File: config.mk
export PLATFORM = sky130hd
export DESIGN_NAME = ebt_phase_timer
export DESIGN_NICKNAME = d
export VERILOG_FILES = /design/src/rtl/ebt_pkg.sv /design/src/rtl/ebt_phase_len.sv /design/src/rtl/ebt_phase_timer.sv
export SDC_FILE = /design/constraint.sdc
export NUM_CORES = 1
export LEC_CHECK = 0
export BUFFER_PORTS_ARGS = -buffer_cell sky130_fd_sc_hd__buf_4
export CAP_MARGIN = 0
export CORE_MARGIN = 10
export CORE_UTILIZATION = 53
export DETAILED_ROUTE_END_ITERATION = 6
export GPL_ROUTABILITY_DRIVEN = 1
export GPL_TIMING_DRIVEN = 0
export PLACE_DENSITY = 0.81
export SETUP_SLACK_MARGIN = 0.05
export SLEW_MARGIN = 20
export SYNTH_ARGS = -nofsm -noshare
export SYNTH_HDL_FRONTEND = slang
export SYNTH_SLANG_ARGS = --single-unit
File: constraint.sdc
create_clock -name clock -period 4.59 [get_ports clock]
set_input_delay 0.2295 -clock clock [delete_from_list [all_inputs] [get_ports clock]]
set_output_delay 0.2295 -clock clock [all_outputs]
set_load 0.005 [all_outputs]
File: src/rtl/ebt_pkg.sv
// Package: constants and carrier types for the external bus phase timer.
package ebt_pkg;

  // ---------------------------------------------------------------
  // Field widths and zone count
  // ---------------------------------------------------------------
  localparam int ZONE_COUNT = 3;
  localparam int ZONE_BITS = 2;
  localparam int LEAD_BITS = 2;
  localparam int ACTIVE_BITS = 3;
  localparam int TRAIL_BITS = 2;
  localparam int CNT_BITS = 8;

  // ---------------------------------------------------------------
  // Reset values and the active phase extra cycle
  // ---------------------------------------------------------------
  localparam logic [CNT_BITS-1:0] CNT_RESET = 8'h00;
  localparam logic [ZONE_BITS-1:0] ZONE_RESET = 2'h0;
  localparam logic [CNT_BITS-1:0] WAIT_RESET = 8'h00;
  localparam logic [CNT_BITS-1:0] ACTIVE_EXTRA = 8'h01;

  // Per-zone timing configuration.
  typedef struct packed {
    logic [LEAD_BITS-1:0] read_lead_count;
    logic [ACTIVE_BITS-1:0] read_active_count;
    logic [TRAIL_BITS-1:0] read_trail_count;
    logic [LEAD_BITS-1:0] write_lead_count;
    logic [ACTIVE_BITS-1:0] write_active_count;
    logic [TRAIL_BITS-1:0] write_trail_count;
    logic timing_doubler;
    logic ready_use_enable;
    logic ready_sampling_select;
  } ebt_zone_timing_config_type;

  typedef struct packed {
    logic valid;
    logic write;
    logic [ZONE_BITS-1:0] zone;
  } ebt_request_type;

  typedef struct packed {
    logic read_strobe_n;
    logic write_strobe_n;
    logic [ZONE_COUNT-1:0] zone_chip_select_n;
  } ebt_strobes_type;

  typedef enum {
    ST_IDLE,
    ST_ALIGN,
    ST_LEAD,
    ST_ACTIVE,
    ST_TRAIL
  } ebt_state_type;

endpackage : ebt_pkg

File: src/rtl/ebt_phase_len.sv
// Module: phase length calculator, count optionally doubled.
`timescale 1ns/1ps
module ebt_phase_len #(
  parameter int WIDTH = 3
) (
  // Configuration
  input wire logic [WIDTH-1:0] count,
  input wire logic doubler,
  // Result
  output logic [ebt_pkg::CNT_BITS-1:0] cycles
);

  always_comb
  begin
    if (doubler)
      cycles = ebt_pkg::CNT_BITS'({count, 1'b0});
    else
      cycles = ebt_pkg::CNT_BITS'(count);
  end

endmodule : ebt_phase_len

File: src/rtl/ebt_phase_timer.sv
// Module: lead, active and trail phase sequencer for the external bus.
//
// Behaviour
// - Each access runs lead, then active, then trail phase.
// - Every chip-select zone has its own timing configuration.
// - Read lead lasts read_lead_count, doubled when timing_doubler set, at least one cycle.
// - Read active lasts read_active_count (doubled) plus waits plus one.
// - Read trail lasts read_trail_count, doubled when timing_doubler set.
// - Write lead lasts write_lead_count, doubled when timing_doubler set, at least one cycle.
// - Write active lasts write_active_count (doubled) plus waits plus one.
// - Write trail lasts write_trail_count, doubled when timing_doubler set.
// - No legality check on settings; no error is raised.
// - Inserted waits come from ready_input during active phase.
// - Inserted waits are zero when ready_use_enable is cleared.
// - Lead starts on external clock rising edge, after one or more align cycles.
// - Strobes change only on timing clock edges at phase boundaries.
`timescale 1ns/1ps
module ebt_phase_timer (
  // Clock and reset
  input wire logic clock,
  input wire logic rst,
  // Timing clock enable and external clock mode
  input wire logic timing_clock_en,
  input wire logic external_clock_half,
  // Zone configuration
  input wire ebt_pkg::ebt_zone_timing_config_type
    zone_timing_config [ebt_pkg::ZONE_COUNT],
  // Access request
  input wire ebt_pkg::ebt_request_type request,
  output logic request_ready,
  // External pins
  input wire logic ready_input,
  output logic external_clock_output,
  output ebt_pkg::ebt_strobes_type strobes,
  // Status
  output logic busy,
  output logic access_done,
  output logic [ebt_pkg::CNT_BITS-1:0] inserted_wait_count
);

  // ---------------------------------------------------------------
  // State
  // ---------------------------------------------------------------
  typedef struct packed {
    ebt_pkg::ebt_state_type state;
    logic write;
    logic [ebt_pkg::ZONE_BITS-1:0] zone;
    logic [ebt_pkg::CNT_BITS-1:0] cnt;
    logic [ebt_pkg::CNT_BITS-1:0] waits;
    logic xclk;
    logic rdy_meta;
    logic rdy_sync;
    logic done;
    ebt_pkg::ebt_strobes_type strobes;
  } ebt_timer_state_type;

  ebt_timer_state_type s_q;
  ebt_timer_state_type s_d;

  ebt_pkg::ebt_zone_timing_config_type cfg;
  logic [ebt_pkg::CNT_BITS-1:0] lead_len;
  logic [ebt_pkg::CNT_BITS-1:0] active_len;
  logic [ebt_pkg::CNT_BITS-1:0] trail_len;
  logic [ebt_pkg::ACTIVE_BITS-1:0] active_sel;
  logic [ebt_pkg::LEAD_BITS-1:0] lead_sel;
  logic [ebt_pkg::TRAIL_BITS-1:0] trail_sel;
  logic xclk_next;
  logic rise_next;
  logic not_ready;

  // Configuration of the zone being served, not checked for legality.
  assign cfg = zone_timing_config[s_q.zone];
  assign lead_sel = s_q.write ? cfg.write_lead_count : cfg.read_lead_count;
  assign active_sel = s_q.write ? cfg.write_active_count
                                : cfg.read_active_count;
  assign trail_sel = s_q.write ? cfg.write_trail_count
                               : cfg.read_trail_count;

  // ---------------------------------------------------------------
  // Phase lengths
  // ---------------------------------------------------------------
  ebt_phase_len #(.WIDTH(ebt_pkg::LEAD_BITS)) u_lead (
    .count(lead_sel),
    .doubler(cfg.timing_doubler),
    .cycles(lead_len)
  );

  ebt_phase_len #(.WIDTH(ebt_pkg::ACTIVE_BITS)) u_active (
    .count(active_sel),
    .doubler(cfg.timing_doubler),
    .cycles(active_len)
  );

  ebt_phase_len #(.WIDTH(ebt_pkg::TRAIL_BITS)) u_trail (
    .count(trail_sel),
    .doubler(cfg.timing_doubler),
    .cycles(trail_len)
  );

  // External clock toggles per timing cycle in half mode, else is held high.
  assign xclk_next = external_clock_half ? ~s_q.xclk : 1'b1;
  // True when the coming timing edge is a rising external clock edge.
  assign rise_next = ~external_clock_half | ~s_q.xclk;
  // Ready is sampled through the synchroniser in both sampling modes;
  // the asynchronous mode only differs in software minimums.
  assign not_ready = cfg.ready_use_enable & ~s_q.rdy_sync;

  // ---------------------------------------------------------------
  // Next state
  // ---------------------------------------------------------------
  always_comb
  begin
    s_d = s_q;
    s_d.done = 1'b0;
    s_d.rdy_meta = ready_input;
    s_d.rdy_sync = s_q.rdy_meta;
    if (timing_clock_en)
    begin
      s_d.xclk = xclk_next;
      s_d.cnt = s_q.cnt + ebt_pkg::CNT_BITS'(1);
      case (s_q.state)
        ebt_pkg::ST_IDLE:
        begin
          s_d.strobes = '1;
          if (request.valid)
          begin
            s_d.write = request.write;
            s_d.zone = request.zone;
            s_d.waits = ebt_pkg::WAIT_RESET;
            s_d.cnt = ebt_pkg::CNT_RESET;
            s_d.state = ebt_pkg::ST_ALIGN;
          end
        end
        ebt_pkg::ST_ALIGN:
        begin
          // Wait with strobes idle until the next edge rises.
          s_d.cnt = ebt_pkg::CNT_RESET;
          if (rise_next)
          begin
            s_d.state = ebt_pkg::ST_LEAD;
            s_d.strobes.zone_chip_select_n[s_q.zone] = 1'b0;
          end
        end
        ebt_pkg::ST_LEAD:
        begin
          if (s_q.cnt + ebt_pkg::CNT_BITS'(1) >= lead_len)
          begin
            s_d.state = ebt_pkg::ST_ACTIVE;
            s_d.cnt = ebt_pkg::CNT_RESET;
            s_d.strobes.read_strobe_n = s_q.write;
            s_d.strobes.write_strobe_n = ~s_q.write;
          end
        end
        ebt_pkg::ST_ACTIVE:
        begin
          if (s_q.cnt + ebt_pkg::CNT_BITS'(1) >= active_len
              + ebt_pkg::ACTIVE_EXTRA)
          begin
            if (not_ready)
            begin
              // Hold the phase one more cycle and count the wait.
              s_d.cnt = s_q.cnt;
              s_d.waits = s_q.waits + ebt_pkg::CNT_BITS'(1);
            end
            else
            begin
              s_d.state = ebt_pkg::ST_TRAIL;
              s_d.cnt = ebt_pkg::CNT_RESET;
              s_d.strobes.read_strobe_n = 1'b1;
              s_d.strobes.write_strobe_n = 1'b1;
              if (trail_len == ebt_pkg::CNT_RESET)
              begin
                s_d.state = ebt_pkg::ST_IDLE;
                s_d.strobes = '1;
                s_d.done = 1'b1;
              end
            end
          end
        end
        ebt_pkg::ST_TRAIL:
        begin
          if (s_q.cnt + ebt_pkg::CNT_BITS'(1) >= trail_len)
          begin
            s_d.state = ebt_pkg::ST_IDLE;
            s_d.strobes = '1;
            s_d.done = 1'b1;
          end
        end
        default:
        begin
          s_d.state = ebt_pkg::ST_IDLE;
          s_d.strobes = '1;
        end
      endcase
    end
  end

  always_ff @(posedge clock)
  begin
    if (rst)
    begin
      s_q <= '0;
      s_q.state <= ebt_pkg::ST_IDLE;
      s_q.strobes <= '1;
      s_q.zone <= ebt_pkg::ZONE_RESET;
    end
    else
      s_q <= s_d;
  end

  // ---------------------------------------------------------------
  // Outputs
  // ---------------------------------------------------------------
  assign request_ready = (s_q.state == ebt_pkg::ST_IDLE) & timing_clock_en;
  assign external_clock_output = s_q.xclk;
  assign strobes = s_q.strobes;
  assign busy = s_q.state != ebt_pkg::ST_IDLE;
  assign access_done = s_q.done;
  assign inserted_wait_count = s_q.waits;

endmodule : ebt_phase_timer

* Word level (Yosys, flattened, before mapping)
Cells that the tools add are included.
Storage, ports and cells: flip-flop bits (word level) 60, input port bits 60, output and inout port bits 17, word-level logic and storage cells 95
Operators by class: $add $sub $neg 3, magnitude comparators 6, equal/unequal tests 13, muxes and demuxes 35, bitwise operators 13, reduce and logical (&&, ||, !) cells 13
Operator list (number):
- $mux 32 | 5
- $pmux 32 s5 | 1
- $eq 32x2->1 const B | 2
- $logic_not 32->1 | 2
- $mux 51 | 1
- $bmux 17 s2 | 1
- $mux 17 | 2
- $eq 32x1->1 const B | 1
- $eq 32x3->1 const B | 1
- $pmux 8 s4 | 1
- $reduce_bool 32->1 | 1
- $add 8x1->8 const B | 3
- $ge 8x8->1 | 3
- $mux 6 | 4
- $mux 8 | 3
- $mux 16 | 1
- $ne 2x2->1 const B | 8
- $pmux 8 s2 | 1
- $mux 3 | 5
- $reduce_and 7->1 | 2
- $pmux 3 s4 | 1
- $logic_not 8->1 | 1
- $pmux 2 s4 | 1
- $not 1->1 | 7
- other kinds (21) | 25

* Longest topological paths before layout
Gate-level depths: netlist (run 1).
depth in word-level cells 11, mapped depth 18, gate-level depth less buffers 15

* Modules after synthesis
A second synthesis (run 1) with hierarchy kept.
Unflattened totals: cell total of the unflattened synthesis 378, area, all modules 2920.3 sq um
Modules (own cells, without submodules):
- ebt_phase_timer | times used 1, cells each 351, area each 2702.6 sq um, sequential area each 620.6 sq um
- ebt_phase_len | times used 3, cells each 9, area each 72.6 sq um, sequential area each 0.0 sq um

* Worst setup path before layout (run 1)
No wires, ideal clock.
path type register -> register, from register s_q[26] (netlist bit), to register strobes[3] (netlist name), library setup time 0.121 ns, arrival 3.939 ns, data required time 4.469 ns, path slack 0.529 ns, cell stages (with the launch flop) 17, buffers on the path 3, period minus slack after synthesis 4.061 ns, cells stage by stage dfxtp_1 -> buf_2 -> buf_2 -> buf_1 -> mux2i_1 -> o21ai_0 -> o21ai_0 -> or2_2 -> inv_1 -> ha_1 -> inv_1 -> ha_1 -> a2111oi_0 -> o221a_2 -> nor3b_1 -> or3b_1 -> mux2_4
Between the ends: longest elaborated chain between the ends 10, elaborated cells between the ends (all ways) 20, those cells by class 1 x add/sub; 3 x order compare; 4 x eq/ne; 9 x mux; 2 x bitwise; 1 x reduce/logical
RTL lines:
- start: declaration | RTL line ebt_phase_timer.sv:57 | ebt_timer_state_type s_q;
- $not 2->3 (not written as such) (*) | RTL line ebt_phase_timer.sv:72 | assign cfg = zone_timing_config[s_q.zone];
- $bmux 17 s2 (*) | RTL line ebt_phase_timer.sv:72
- $mux 17 (not written as such) (*) (2 in series) | RTL line ebt_phase_timer.sv:72
- $mux 3 | RTL line ebt_phase_timer.sv:74 | assign active_sel = s_q.write ? cfg.write_active_count
- $mux 4 | RTL line ebt_phase_len.sv:15 | if (doubler)
- $add 8x1->8 | RTL line ebt_phase_timer.sv:157 | + ebt_pkg::ACTIVE_EXTRA)
- $ge 8x8->1 | RTL line ebt_phase_timer.sv:156 | if (s_q.cnt + ebt_pkg::CNT_BITS'(1) >= active_len
- $ne 2x2->1 (no line)
- $reduce_and 6->1 (no line) (*)
Every way passes the cells marked *; elsewhere a longest branch is shown, timed or not. The select of a mux whose other input is x is not followed. A chain may end at the register's enable or synchronous reset.

* Worst setup path after layout (run 1)
from register s_q[26] (netlist bit), to register s_q[30] (netlist bit)
Between the ends: longest elaborated chain between the ends 11, elaborated cells between the ends (all ways) 25, those cells by class 1 x add/sub; 3 x order compare; 4 x eq/ne; 13 x mux; 2 x bitwise; 2 x reduce/logical
RTL lines (RTL line):
- $not 2->3 (not written as such) (*) | ebt_phase_timer.sv:72
- $bmux 17 s2 (*) | ebt_phase_timer.sv:72
- $mux 17 (not written as such) (*) (2 in series) | ebt_phase_timer.sv:72
- branches (longest 7 deep; another with $add 8x1->8)
Every way passes the cells marked *. The select of a mux whose other input is x is not followed.

==> results of run 1 <==
-- final cells by class --
cell class,count,area share [%]
inverter,16,1.75
timing repair buffer,75,16.4
clock buffer,7,2.23
buffer,29,5.08
tap,67,2.45
clock inverter,1,0.146
sequential,31,18.1
multi-input combinational,257,53.8
-- cell families after synthesis --
group | Yosys count | synth area share, %
mux | 29 | 12.3
compound gates | 89 | 24.6
simple gates | 119 | 22.7
xor+xnor | 6 | 1.96
buf+inv | 46 | 8.75
flops | 31 | 23.2
fa+ha+maj | 14 | 6.55
-- worst max path at each step --
stage          depth (start not counted)         end     from  slack (ns)
2_1_floorplan                         16  strobes[3]  s_q[26]        0.53
3_3_place_gp                          16  strobes[3]  s_q[26]       -0.03
3_5_place_dp                          16  strobes[3]  s_q[26]       -0.04
4_1_cts                               17  strobes[4]  s_q[26]        0.07
5_1_grt                               17  strobes[4]  s_q[26]        0.06
6_report                              18     s_q[30]  s_q[26]        0.43
-- power by group through the flow --
stage / registers, mW / clock network (mW) / logic [mW]
floorplan: 0.296 / 0 / 0.220
global placement: 0.298 / 0 / 0.314
detailed placement: 0.299 / 0 / 0.324
CTS: 0.293 / 0.213 / 0.329
global route: 0.297 / 0.224 / 0.392
finish: 0.294 / 0.212 / 0.355
-- registers in the layout, summed over array words and instances (netlist names) --
register / cells
s_d: 1
strobes: 5
access_done: 1
external_clock_output: 1
inserted_wait_count: 8
s_q: 15
-- cells in the final DEF (no fill, tap or decap), types with 3 or more instances in the layout --
cell type   n
a211oi_1    4
or3_1       3
ha_1       14
mux2_2      6
nand3_1    11
nand2b_1    6
nor3_1     10
buf_4      88
a211o_1     3
xnor2_1     5
a21oi_1    10
or2_2       7
a31oi_1     3
nand3b_1    4
dfxtp_1    31
mux2i_1    20
nor2_1     24
inv_1      15
clkbuf_1    9
clkbuf_8    5
nor2b_1    10
o21ai_0    18
o31ai_1     7
o211ai_1   13
a21o_1      5
buf_2       5
nand2_1    30
o311ai_0    3
and3_1      6
o21a_1      3
nand4_1     4
-- what timing repair did --
item	CTS	global route
resized for setup	1	9
setup endpoints to repair	5	25
pin swaps	0	2
buffers inserted	0	3
-- metal layers --
layer / share of wire (%) / routed length, um
met1: 40 / 3210
met2: 49 / 3970
met3: 8.4 / 679
met4: 2.4 / 191
met5: 0 / 0
-- per-stage QoR --
step | setup slack [ns] | cells | cell area (um2) | setup TNS, ns
finish | 0.434 | 483 | 3420 | 0
global route | 0.0616 | 483 | 3420 | 0
CTS | 0.0747 | 481 | 3380 | 0
detailed placement | -0.0421 | 473 | 3300 | -0.0421
global placement | -0.0343 | 473 | 3300 | -0.0343
floorplan | 0.529 | 334 | 2680 | 0
-- worst register-to-register path: stages, from the launching register on --
cell      delay [ns]
dfxtp_1         0.30
buf_2           0.18
buf_2           0.27
buf_2           0.31
mux2i_1         0.13
o211ai_1        0.16
o21ai_0         0.16
or2_2           0.33
inv_1           0.06
ha_1            0.17
nand2_1         0.05
or3_1           0.32
ha_1            0.27
o21ai_0         0.13
o221ai_2        0.30
buf_4           0.17
a21o_1          0.17
and3_1          0.24
mux2_2          0.35
==> flow_summary.yaml, run 1 <==
synthesis:
  seq_area_frac_synth_pct: 23.2
  synthTopCellsByArea: "dfxtp_1 (23%), mux2i_1 (7.5%), ha_1 (6.5%), nand2_1 (4.2%), buf_4 (3.6%)"
  yosysMostFrequentCell: "dfxtp_1"
  synth_edf_count: 0
  avgSynthCellArea_um2: 8.01
  syn_inst: 334
  yosys.area.top_type: "dfxtp_1"
  synthArstFlopShare_pct: 0
  yosysWarnings: 0
  synthTopCellsByCount: "dfxtp_1 (31), nand2_1 (30), nor2_1 (24)"
  yosys_most_used_dff: "dfxtp_1"
  synth-seq-cells: 31
  synth.top_cell.area_share_pct: 23.2
  syn_nets: 408
  syn-cell-area_mm2: 0.00268
  synthDistinctLibCells: 55
sta:
  rsz0062_at_grt: "false"
  period_minus_slack_ns: 4.16
  setup_viol: 0
  hold_ws_ns: 0.157
  finalHoldViolCount: 0
  slew_viol_final: 0
  worst_pin_slew_ns: 0.609
  clock_skew_ns: 0.00726
  timing.fmax_mhz: 241
  max-slew-margin-rel_pct: 59.4
  fin_crit_sh_pct: 90.5
clock_tree:
  holdBufCountCts: 0
  clk_latency_ns: 0.29
  cts.htree.levels: 2
  cts_num_sinks: 31
  clock_path_buffers: 2
  clk_pin_slew_worst_paths_ns: 0.07
  cts_tree: "done"
  numCtsBuffers: 5
  root_buffer: "clkbuf_8"
setup_path:
  cp_max_fo: 10
  cp-start-kind: "flip-flop"
  arrival_ns: 4.34
  max_stage_delay_ns: 0.35
  regToRegEndpoint: "s_q[30]"
  crit_type: "reg -> reg"
  end_kind: "flip-flop"
  cp_common_cell: "buf_2"
  critPathBufInv: 5
  path_cells: "buf_2 -> buf_2 -> buf_2 -> mux2i_1 -> o211ai_1 -> o21ai_0 -> or2_2 -> inv_1 -> ha_1 -> nand2_1 -> or3_1 -> ha_1 -> o21ai_0 -> o221ai_2 -> buf_4 -> a21o_1 -> and3_1 -> mux2_2"
  r2r_cells: 18
  required_ns: 4.77
  r2r-start: "s_q[26]"
  cp_slowest_cell: "mux2_2"
  crit_family: "buffers and inverters"
  reg2reg_slack_ns: 0.43
finish:
  drive_gt1_share_pct: 30.8
  multi_input_area_mm2: 0.00184
  final_nets: 489
  antenna_cells: 0
  fillers: 386
  synthToLayoutAreaGrowth_pct: 28.0
  fin_util_pct: 71.1
  register_area_um2: 621
job:
  drv_cap: 0
global_routing:
  grt_util_met3_pct: 4.36
  met1_usage_pct: 20.9
  met2_usage_pct: 32.6
  grt_overflow: 0
  first_global_vias: 2830
  busiest_layer: "met2"
  grt_use_total_pct: 18.4
  grt_pass1_wl_um: 13000
  grt_max_degree: 11
  antenna_found_initial: 0
route:
  drt-initial-drc-count: 214
  wirelength_um: 8050
  vias: 2859
  detail-route-antenna-nets: 0
  viasPerCell: 5.92
  post-route-drc-count: 0
  routedWlPerCell_um: 16.7
  drtPass1Iterations: 5
power:
  p_sw_share_pct: 34.8
  p_switching_uw: 300
  power_density_mw_per_mm2: 252
  power_frac_seq_pct: 34.2
  p_leak_nw: 1.44
  peakVddDrop_mv: 0.126
  p_int_uw: 562
  clock_power_share_pct: 24.6
  pwr-share-comb_pct: 41.2
  finalPower_uw: 862
worst_hold_path:
  min_to: "s_d[6]"
  hold_path_class: "in -> reg"
  hold_depth: 2
  min_from: "ready_input"
place:
  dp_hpwl_um: 6270
  io_buffers: 72
  gp_congestion: 0.939
die:
  initial_core_util_pct: 55.5
  rows: 25
  die_h_um: 91.0
  core_mm2: 0.00482
  die_area_mm2: 0.00829
  io_pins: 77
  die_x_um: 91.0
status:
  status: "finished clean"
Note: power is estimated with default switching activity, not from simulation.
==> run 2: changes to the inputs <==
CORE_ASPECT_RATIO = 1.4   (was unset)
==> run 2 against run 1 <==
  * Hold slack improved by 0.019 ns
  * Count of clock-buffer cells in the layout is 1 lower
  * Global-route usage shrank 0.80 points
  * Critical path type unchanged
  * Largest power group unchanged
==> flow_summary.yaml, run 2 (synthesized netlist as in run 1, its figures left out) <==
status:
  status: "finished clean"
route:
  vias: 2773
  drtPass1Iterations: 4
  viasPerCell: 5.80
  routedWlPerCell_um: 15.6
  drt-initial-drc-count: 156
  detail-route-antenna-nets: 0
  wirelength_um: 7450
  post-route-drc-count: 0
finish:
  antenna_cells: 0
  top_register: "s_q"
  drive_gt1_share_pct: 30.7
  layout_common_cells: "buf_4 (87), dfxtp_1 (31), nand2_1 (30)"
  fin_util_pct: 70.0
  mostFrequentLayoutCell: "buf_4"
  finalNonFillerCells: 478
  largest_reg_flops: 15
  fillers: 419
  final_nets: 488
  synthToLayoutAreaGrowth_pct: 27.7
die:
  die_area_mm2: 0.00833
  initial_core_util_pct: 54.8
  io_pins: 77
  die_h_um: 104
  core_mm2: 0.00488
  rows: 30
  die_x_um: 80.0
global_routing:
  antenna_found_initial: 0
  grt_pass1_wl_um: 12300
  grt_use_total_pct: 17.6
  first_global_vias: 2794
  grt_max_degree: 11
  grt_overflow: 0
power:
  peakVddDrop_mv: 0.161
  finalPower_uw: 848
  p_leak_nw: 1.44
  power_density_mw_per_mm2: 248
setup_path:
  max_stage_delay_ns: 0.38
  regToRegEndpoint: "strobes[4]"
  cp-start-kind: "flip-flop"
  worstSetupEndpoint: "strobes[4]"
  cp_slowest_cell: "o221ai_2"
  cp_max_fo: 10
  crit_type: "reg -> reg"
  required_ns: 4.76
  arrival_ns: 4.33
  end_kind: "flip-flop"
  reg2reg_slack_ns: 0.43
  r2r_cells: 18
  r2r-start: "s_q[26]"
  path_cells: "buf_2 -> buf_2 -> nor2b_1 -> clkbuf_2 -> nand2_1 -> o211ai_1 -> o21ai_0 -> or2_2 -> inv_1 -> ha_1 -> nand2_1 -> or3_1 -> ha_1 -> o21ai_0 -> o221ai_2 -> a21oi_1 -> nor4_2 -> mux2_2"
  crit_start: "s_q[26]"
place:
  dp_hpwl_um: 6240
  placed_cells_incl_taps: 470
  io_buffers: 72
  gp_congestion: 0.945
  place_worst_setup_slack_ns: -0.0207
sta:
  max-slew-margin-rel_pct: 61.5
  clock_skew_ns: 0.00447
  timing.fmax_mhz: 240
  slew_viol_final: 0
  period_minus_slack_ns: 4.16
  setup_viol: 0
  finalHoldViolCount: 0
  worst_pin_slew_ns: 0.572
  rsz0062_at_grt: "false"
  fin_crit_sh_pct: 90.7
  fin_ws_ns: 0.427
clock_tree:
  clk_pin_slew_worst_paths_ns: 0.06
  cts_tree: "done"
  clk_latency_ns: 0.28
  clock_path_buffers: 2
  cts.htree.levels: 2
  numCtsBuffers: 5
  cts_num_sinks: 31
  root_buffer: "clkbuf_8"
worst_hold_path:
  hold_depth: 2
  hold_path_class: "in -> reg"
job:
  drv_cap: 0
run 2: changes by cell type in the layout (fill, tap and decap cells not counted), sizes merged:
cell  previous run  this run
buf             95        93
run 2: timing repair:
| action | in CTS | in global routing |
|---|---|---|
| hold buffers | 0 | 0 |
| setup endpoints to repair | 5 | 25 |
| pin swaps | 0 | 3 |
| setup buffers | 0 | 2 |
| gates resized for setup | 2 | 8 |
| gates cloned | 0 | 0 |
run 2: cell type report:
cell class / count / area [um2] / area share, %
Inverter: 16 / 60.1 / 1.76
Timing Repair Buffer: 74 / 556 / 16.3
Tap cell: 64 / 80.1 / 2.34
Buffer: 29 / 176 / 5.16
Clock inverter: 1 / 5.00 / 0.147
Sequential cell: 31 / 621 / 18.2
Multi-Input combinational cell: 257 / 1840 / 53.7
Clock buffer: 6 / 82.6 / 2.42
run 2: report_power, final:
group	total, mW	internal, mW	leakage [nW]	switching [mW]
Sequential	0.294	0.283	0.252	0.0115
Clock	0.213	0.117	0.0470	0.0955
Combinational	0.340	0.166	1.14	0.174
run 2: worst min path at each step:
stage	from	end	slack, ns
after floorplan	ready_input	s_d[6]	0.36
after detailed placement	s_d[6]	s_q[6]	0.43
after CTS	ready_input	s_d[6]	0.18
after global placement	s_d[6]	s_q[6]	0.42
after global routing	request[1]	s_q[26]	0.19
final	ready_input	s_d[6]	0.18
run 2: worst max-delay path: cells and delay by family, from the launching register on:
family                     cells  cell delay [ns]
AOI/OAI and AO/OA              5             0.94
adders and majority gates      2             0.46
buffers and inverters          4             0.71
DFF                            1             0.29
muxes                          1             0.37
and+or+nand+nor                6             1.26
run 2: through the flow:
stage	area [um2]	hold WS [ns]	setup TNS (ns)
after floorplan	2680	0.358	0
after global placement	3300	0.416	0
after detailed placement	3300	0.429	-0.0207
after CTS	3390	0.178	0
after global routing	3420	0.190	0
final	3420	0.175	0
run 2: per-layer routing:
metal | up-vias | share of wire [%] | global-route usage [%]
met4 | 0 | 2.6 | 7.32
met1 | 1251 | 37 | 18.1
li1 | 1373 | - | -
met2 | 131 | 50 | 30.2
met3 | 18 | 10 | 7.09
met5 | - | 0 | 0
==> run 3: changes to the inputs <==
ABC_AREA = 1   (was unset)
CORE_MARGIN = unset   (was 10)
==> run 3 against run 2 <==
  * Utilization down 0.70 points
  * Highest routed layer unchanged
  * Count of clock-buffer cells in the layout unchanged
  * Global-route usage up 11 points
  * Combinational power up 56%
  * Synthesized cell count up 28%
  * Cell count up 19%
  * Sequential power up 16%
  * Total power up 29%
  * First-iteration DRC count down 2.6%
==> flow_summary.yaml, run 3 <==
status:
  status: "finished clean"
setup_path:
  arrival_ns: 3.66
  cp-start-kind: "flip-flop"
  crit_type: "reg -> reg"
  cp_max_fo: 10
  required_ns: 4.81
  end_kind: "flip-flop"
finish:
  top_register: "s_q"
  fin_area_mm2: 0.00333
  final_nets: 580
  fillers: 483
  mostFrequentLayoutCell: "nand2_1"
  synthToLayoutAreaGrowth_pct: 26.7
  drive_gt1_share_pct: 24.7
  layout_common_cells: "nand2_1 (121), buf_4 (86), inv_1 (46)"
  largest_reg_flops: 15
  antenna_cells: 0
sta:
  timing.fmax_mhz: 291
  fin_crit_sh_pct: 74.8
  worst_pin_slew_ns: 0.558
  finalSetupTns_ns: 0
  setup_viol: 0
  slew_viol_final: 0
  clock_skew_ns: 0.00149
  finalHoldViolCount: 0
  rsz0062_at_grt: "false"
  period_minus_slack_ns: 3.43
  max-slew-margin-rel_pct: 62.8
route:
  viasPerCell: 5.23
  vias: 2982
  wirelength_um: 7050
  post-route-drc-count: 0
  drt-initial-drc-count: 152
  drtPass1Iterations: 4
  detail-route-antenna-nets: 0
  routedWlPerCell_um: 12.4
synthesis:
  yosysWarnings: 0
  synthDistinctLibCells: 33
  syn_nets: 502
  syn_inst: 428
  synth_edf_count: 0
  yosysMostFrequentCell: "nand2_1"
  avgSynthCellArea_um2: 6.14
  synthTopCellsByArea: "dfxtp_1 (24%), nand2_1 (17%), ha_1 (6.7%), inv_1 (6.6%), nor2_1 (6.3%)"
  synth.top_cell.area_share_pct: 23.6
  synthTopCellsByCount: "nand2_1 (121), inv_1 (46), nor2_1 (44)"
  yosys.area.top_type: "dfxtp_1"
  syn-cell-area_mm2: 0.00263
  synth-seq-cells: 31
  synthArstFlopShare_pct: 0
  yosys_most_used_dff: "dfxtp_1"
  seq_area_frac_synth_pct: 23.6
power:
  power_frac_seq_pct: 31.0
  peakVddDrop_mv: 0.171
  power_density_mw_per_mm2: 329
  p_int_uw: 649
  p_leak_nw: 1.69
  pwr-share-comb_pct: 48.5
  clock_power_share_pct: 20.5
  p_sw_share_pct: 40.7
  p_switching_uw: 446
place:
  dp_hpwl_um: 5690
  io_buffers: 71
  place_area_mm2: 0.00324
  gp_congestion: 0.870
global_routing:
  grt_pass1_wl_um: 11800
  grt_use_total_pct: 28.9
  first_global_vias: 2874
  antenna_found_initial: 0
  grt_overflow: 0
  grt_max_degree: 11
die:
  die_area_mm2: 0.00525
  core_mm2: 0.00480
  initial_core_util_pct: 54.7
  rows: 30
  die_x_um: 61.5
  die_h_um: 85.3
  io_pins: 77
job:
  drv_cap: 0
clock_tree:
  cts_setup_buffers: 0
  clk_latency_ns: 0.28
  clk_pin_slew_worst_paths_ns: 0.07
  cts_tree: "done"
  clock_path_buffers: 2
  root_buffer: "clkbuf_8"
  cts_resized: 0
  numCtsBuffers: 5
  holdBufCountCts: 0
  cts.htree.levels: 2
  cts_num_sinks: 31
worst_hold_path:
  hold_path_class: "in -> reg"
## run 3: changes by cell type after synthesis, sizes merged, moves of 10 or more
cell    before  now
nand3       11   37
nor2        24   52
mux2i       20    0
inv         15   52
a21oi       10   29
o211ai      13    1
nor2b       10    0
nand2       30  126
## run 3: routing by layer
metal	track usage [%]	part of all wire, %
met5	0	0
met4	9.49	2.3
met3	3.05	4.9
met2	56.5	54
met1	29.9	39
## run 3: area by class of cell
type / instances / area (um2) / share of cell area, %
buffer: 23 / 148 / 4.43
clock buffer: 6 / 82.6 / 2.48
clock inverter: 1 / 5.00 / 0.150
inverter: 52 / 195 / 5.86
multi-input combinational: 322 / 1670 / 50.0
sequential: 31 / 621 / 18.6
tap: 64 / 80.1 / 2.41
timing repair buffer: 71 / 533 / 16.0
## run 3: power groups by stage
stage	combinational [mW]	clock (mW)	sequential (mW)
after floorplan	0.371	0	0.335
final	0.531	0.225	0.340
after global routing	0.607	0.235	0.344
after detailed placement	0.528	0	0.345
after CTS	0.530	0.224	0.340
after global placement	0.510	0	0.344
## run 3: cell families (layout without fill, tap and decap cells)
kind of cell	after synthesis	count (layout)	synth area share, %
XOR/XNOR	7	7	2.33
flip-flops	31	31	23.6
AND/OR/NAND/NOR	236	236	40.4
AO/OA/AOI/OAI	65	65	14.0
adder cells (fa/ha/maj)	14	14	6.66
buffers and inverters	75	153	13.0
## run 3: path summary, 6_finish.rpt
check / slack (ns) / depth (start not counted) / startpoint / endpoint
hold reg to reg: 0.42 / 2 / s_d[6] / s_q[6]
setup reg to reg: 1.16 / 21 / s_q[25] / s_q[21]
setup / recovery: 1.16 / 21 / s_q[25] / s_q[21]
hold / removal: 0.14 / 3 / ready_input / s_d[6]
## run 3: stage by stage
stage | hold WS, ns | power (mW) | cells | utilization (%) | worst slack (ns)
6_report | 0.143 | 1.10 | 570 | 69.3 | 1.16
5_1_grt | 0.153 | 1.19 | 570 | 69.3 | 0.717
4_1_cts | 0.147 | 1.09 | 570 | 69.3 | 1.22
3_5_place_dp | 0.410 | 0.873 | 563 | 67.5 | 1.25
3_3_place_gp | 0.407 | 0.854 | 563 | 67.5 | 1.31
2_1_floorplan | 0.336 | 0.706 | 428 | - | 1.82
## run 3: critical path, cell delays in order, from the launching register on
cell	delay, ns
dfxtp_1	0.36
nor2_2	0.33
clkbuf_1	0.40
a21oi_1	0.13
o211ai_1	0.15
nand2_1	0.08
nand2_1	0.08
a21boi_0	0.19
ha_1	0.26
inv_1	0.06
ha_1	0.22
o21ai_0	0.08
nand2_1	0.07
nand2_1	0.06
nand2_1	0.04
nand2_1	0.09
nand3_2	0.17
nand2_2	0.12
nand2_4	0.10
inv_2	0.16
o21ai_1	0.09
nor2_1	0.11
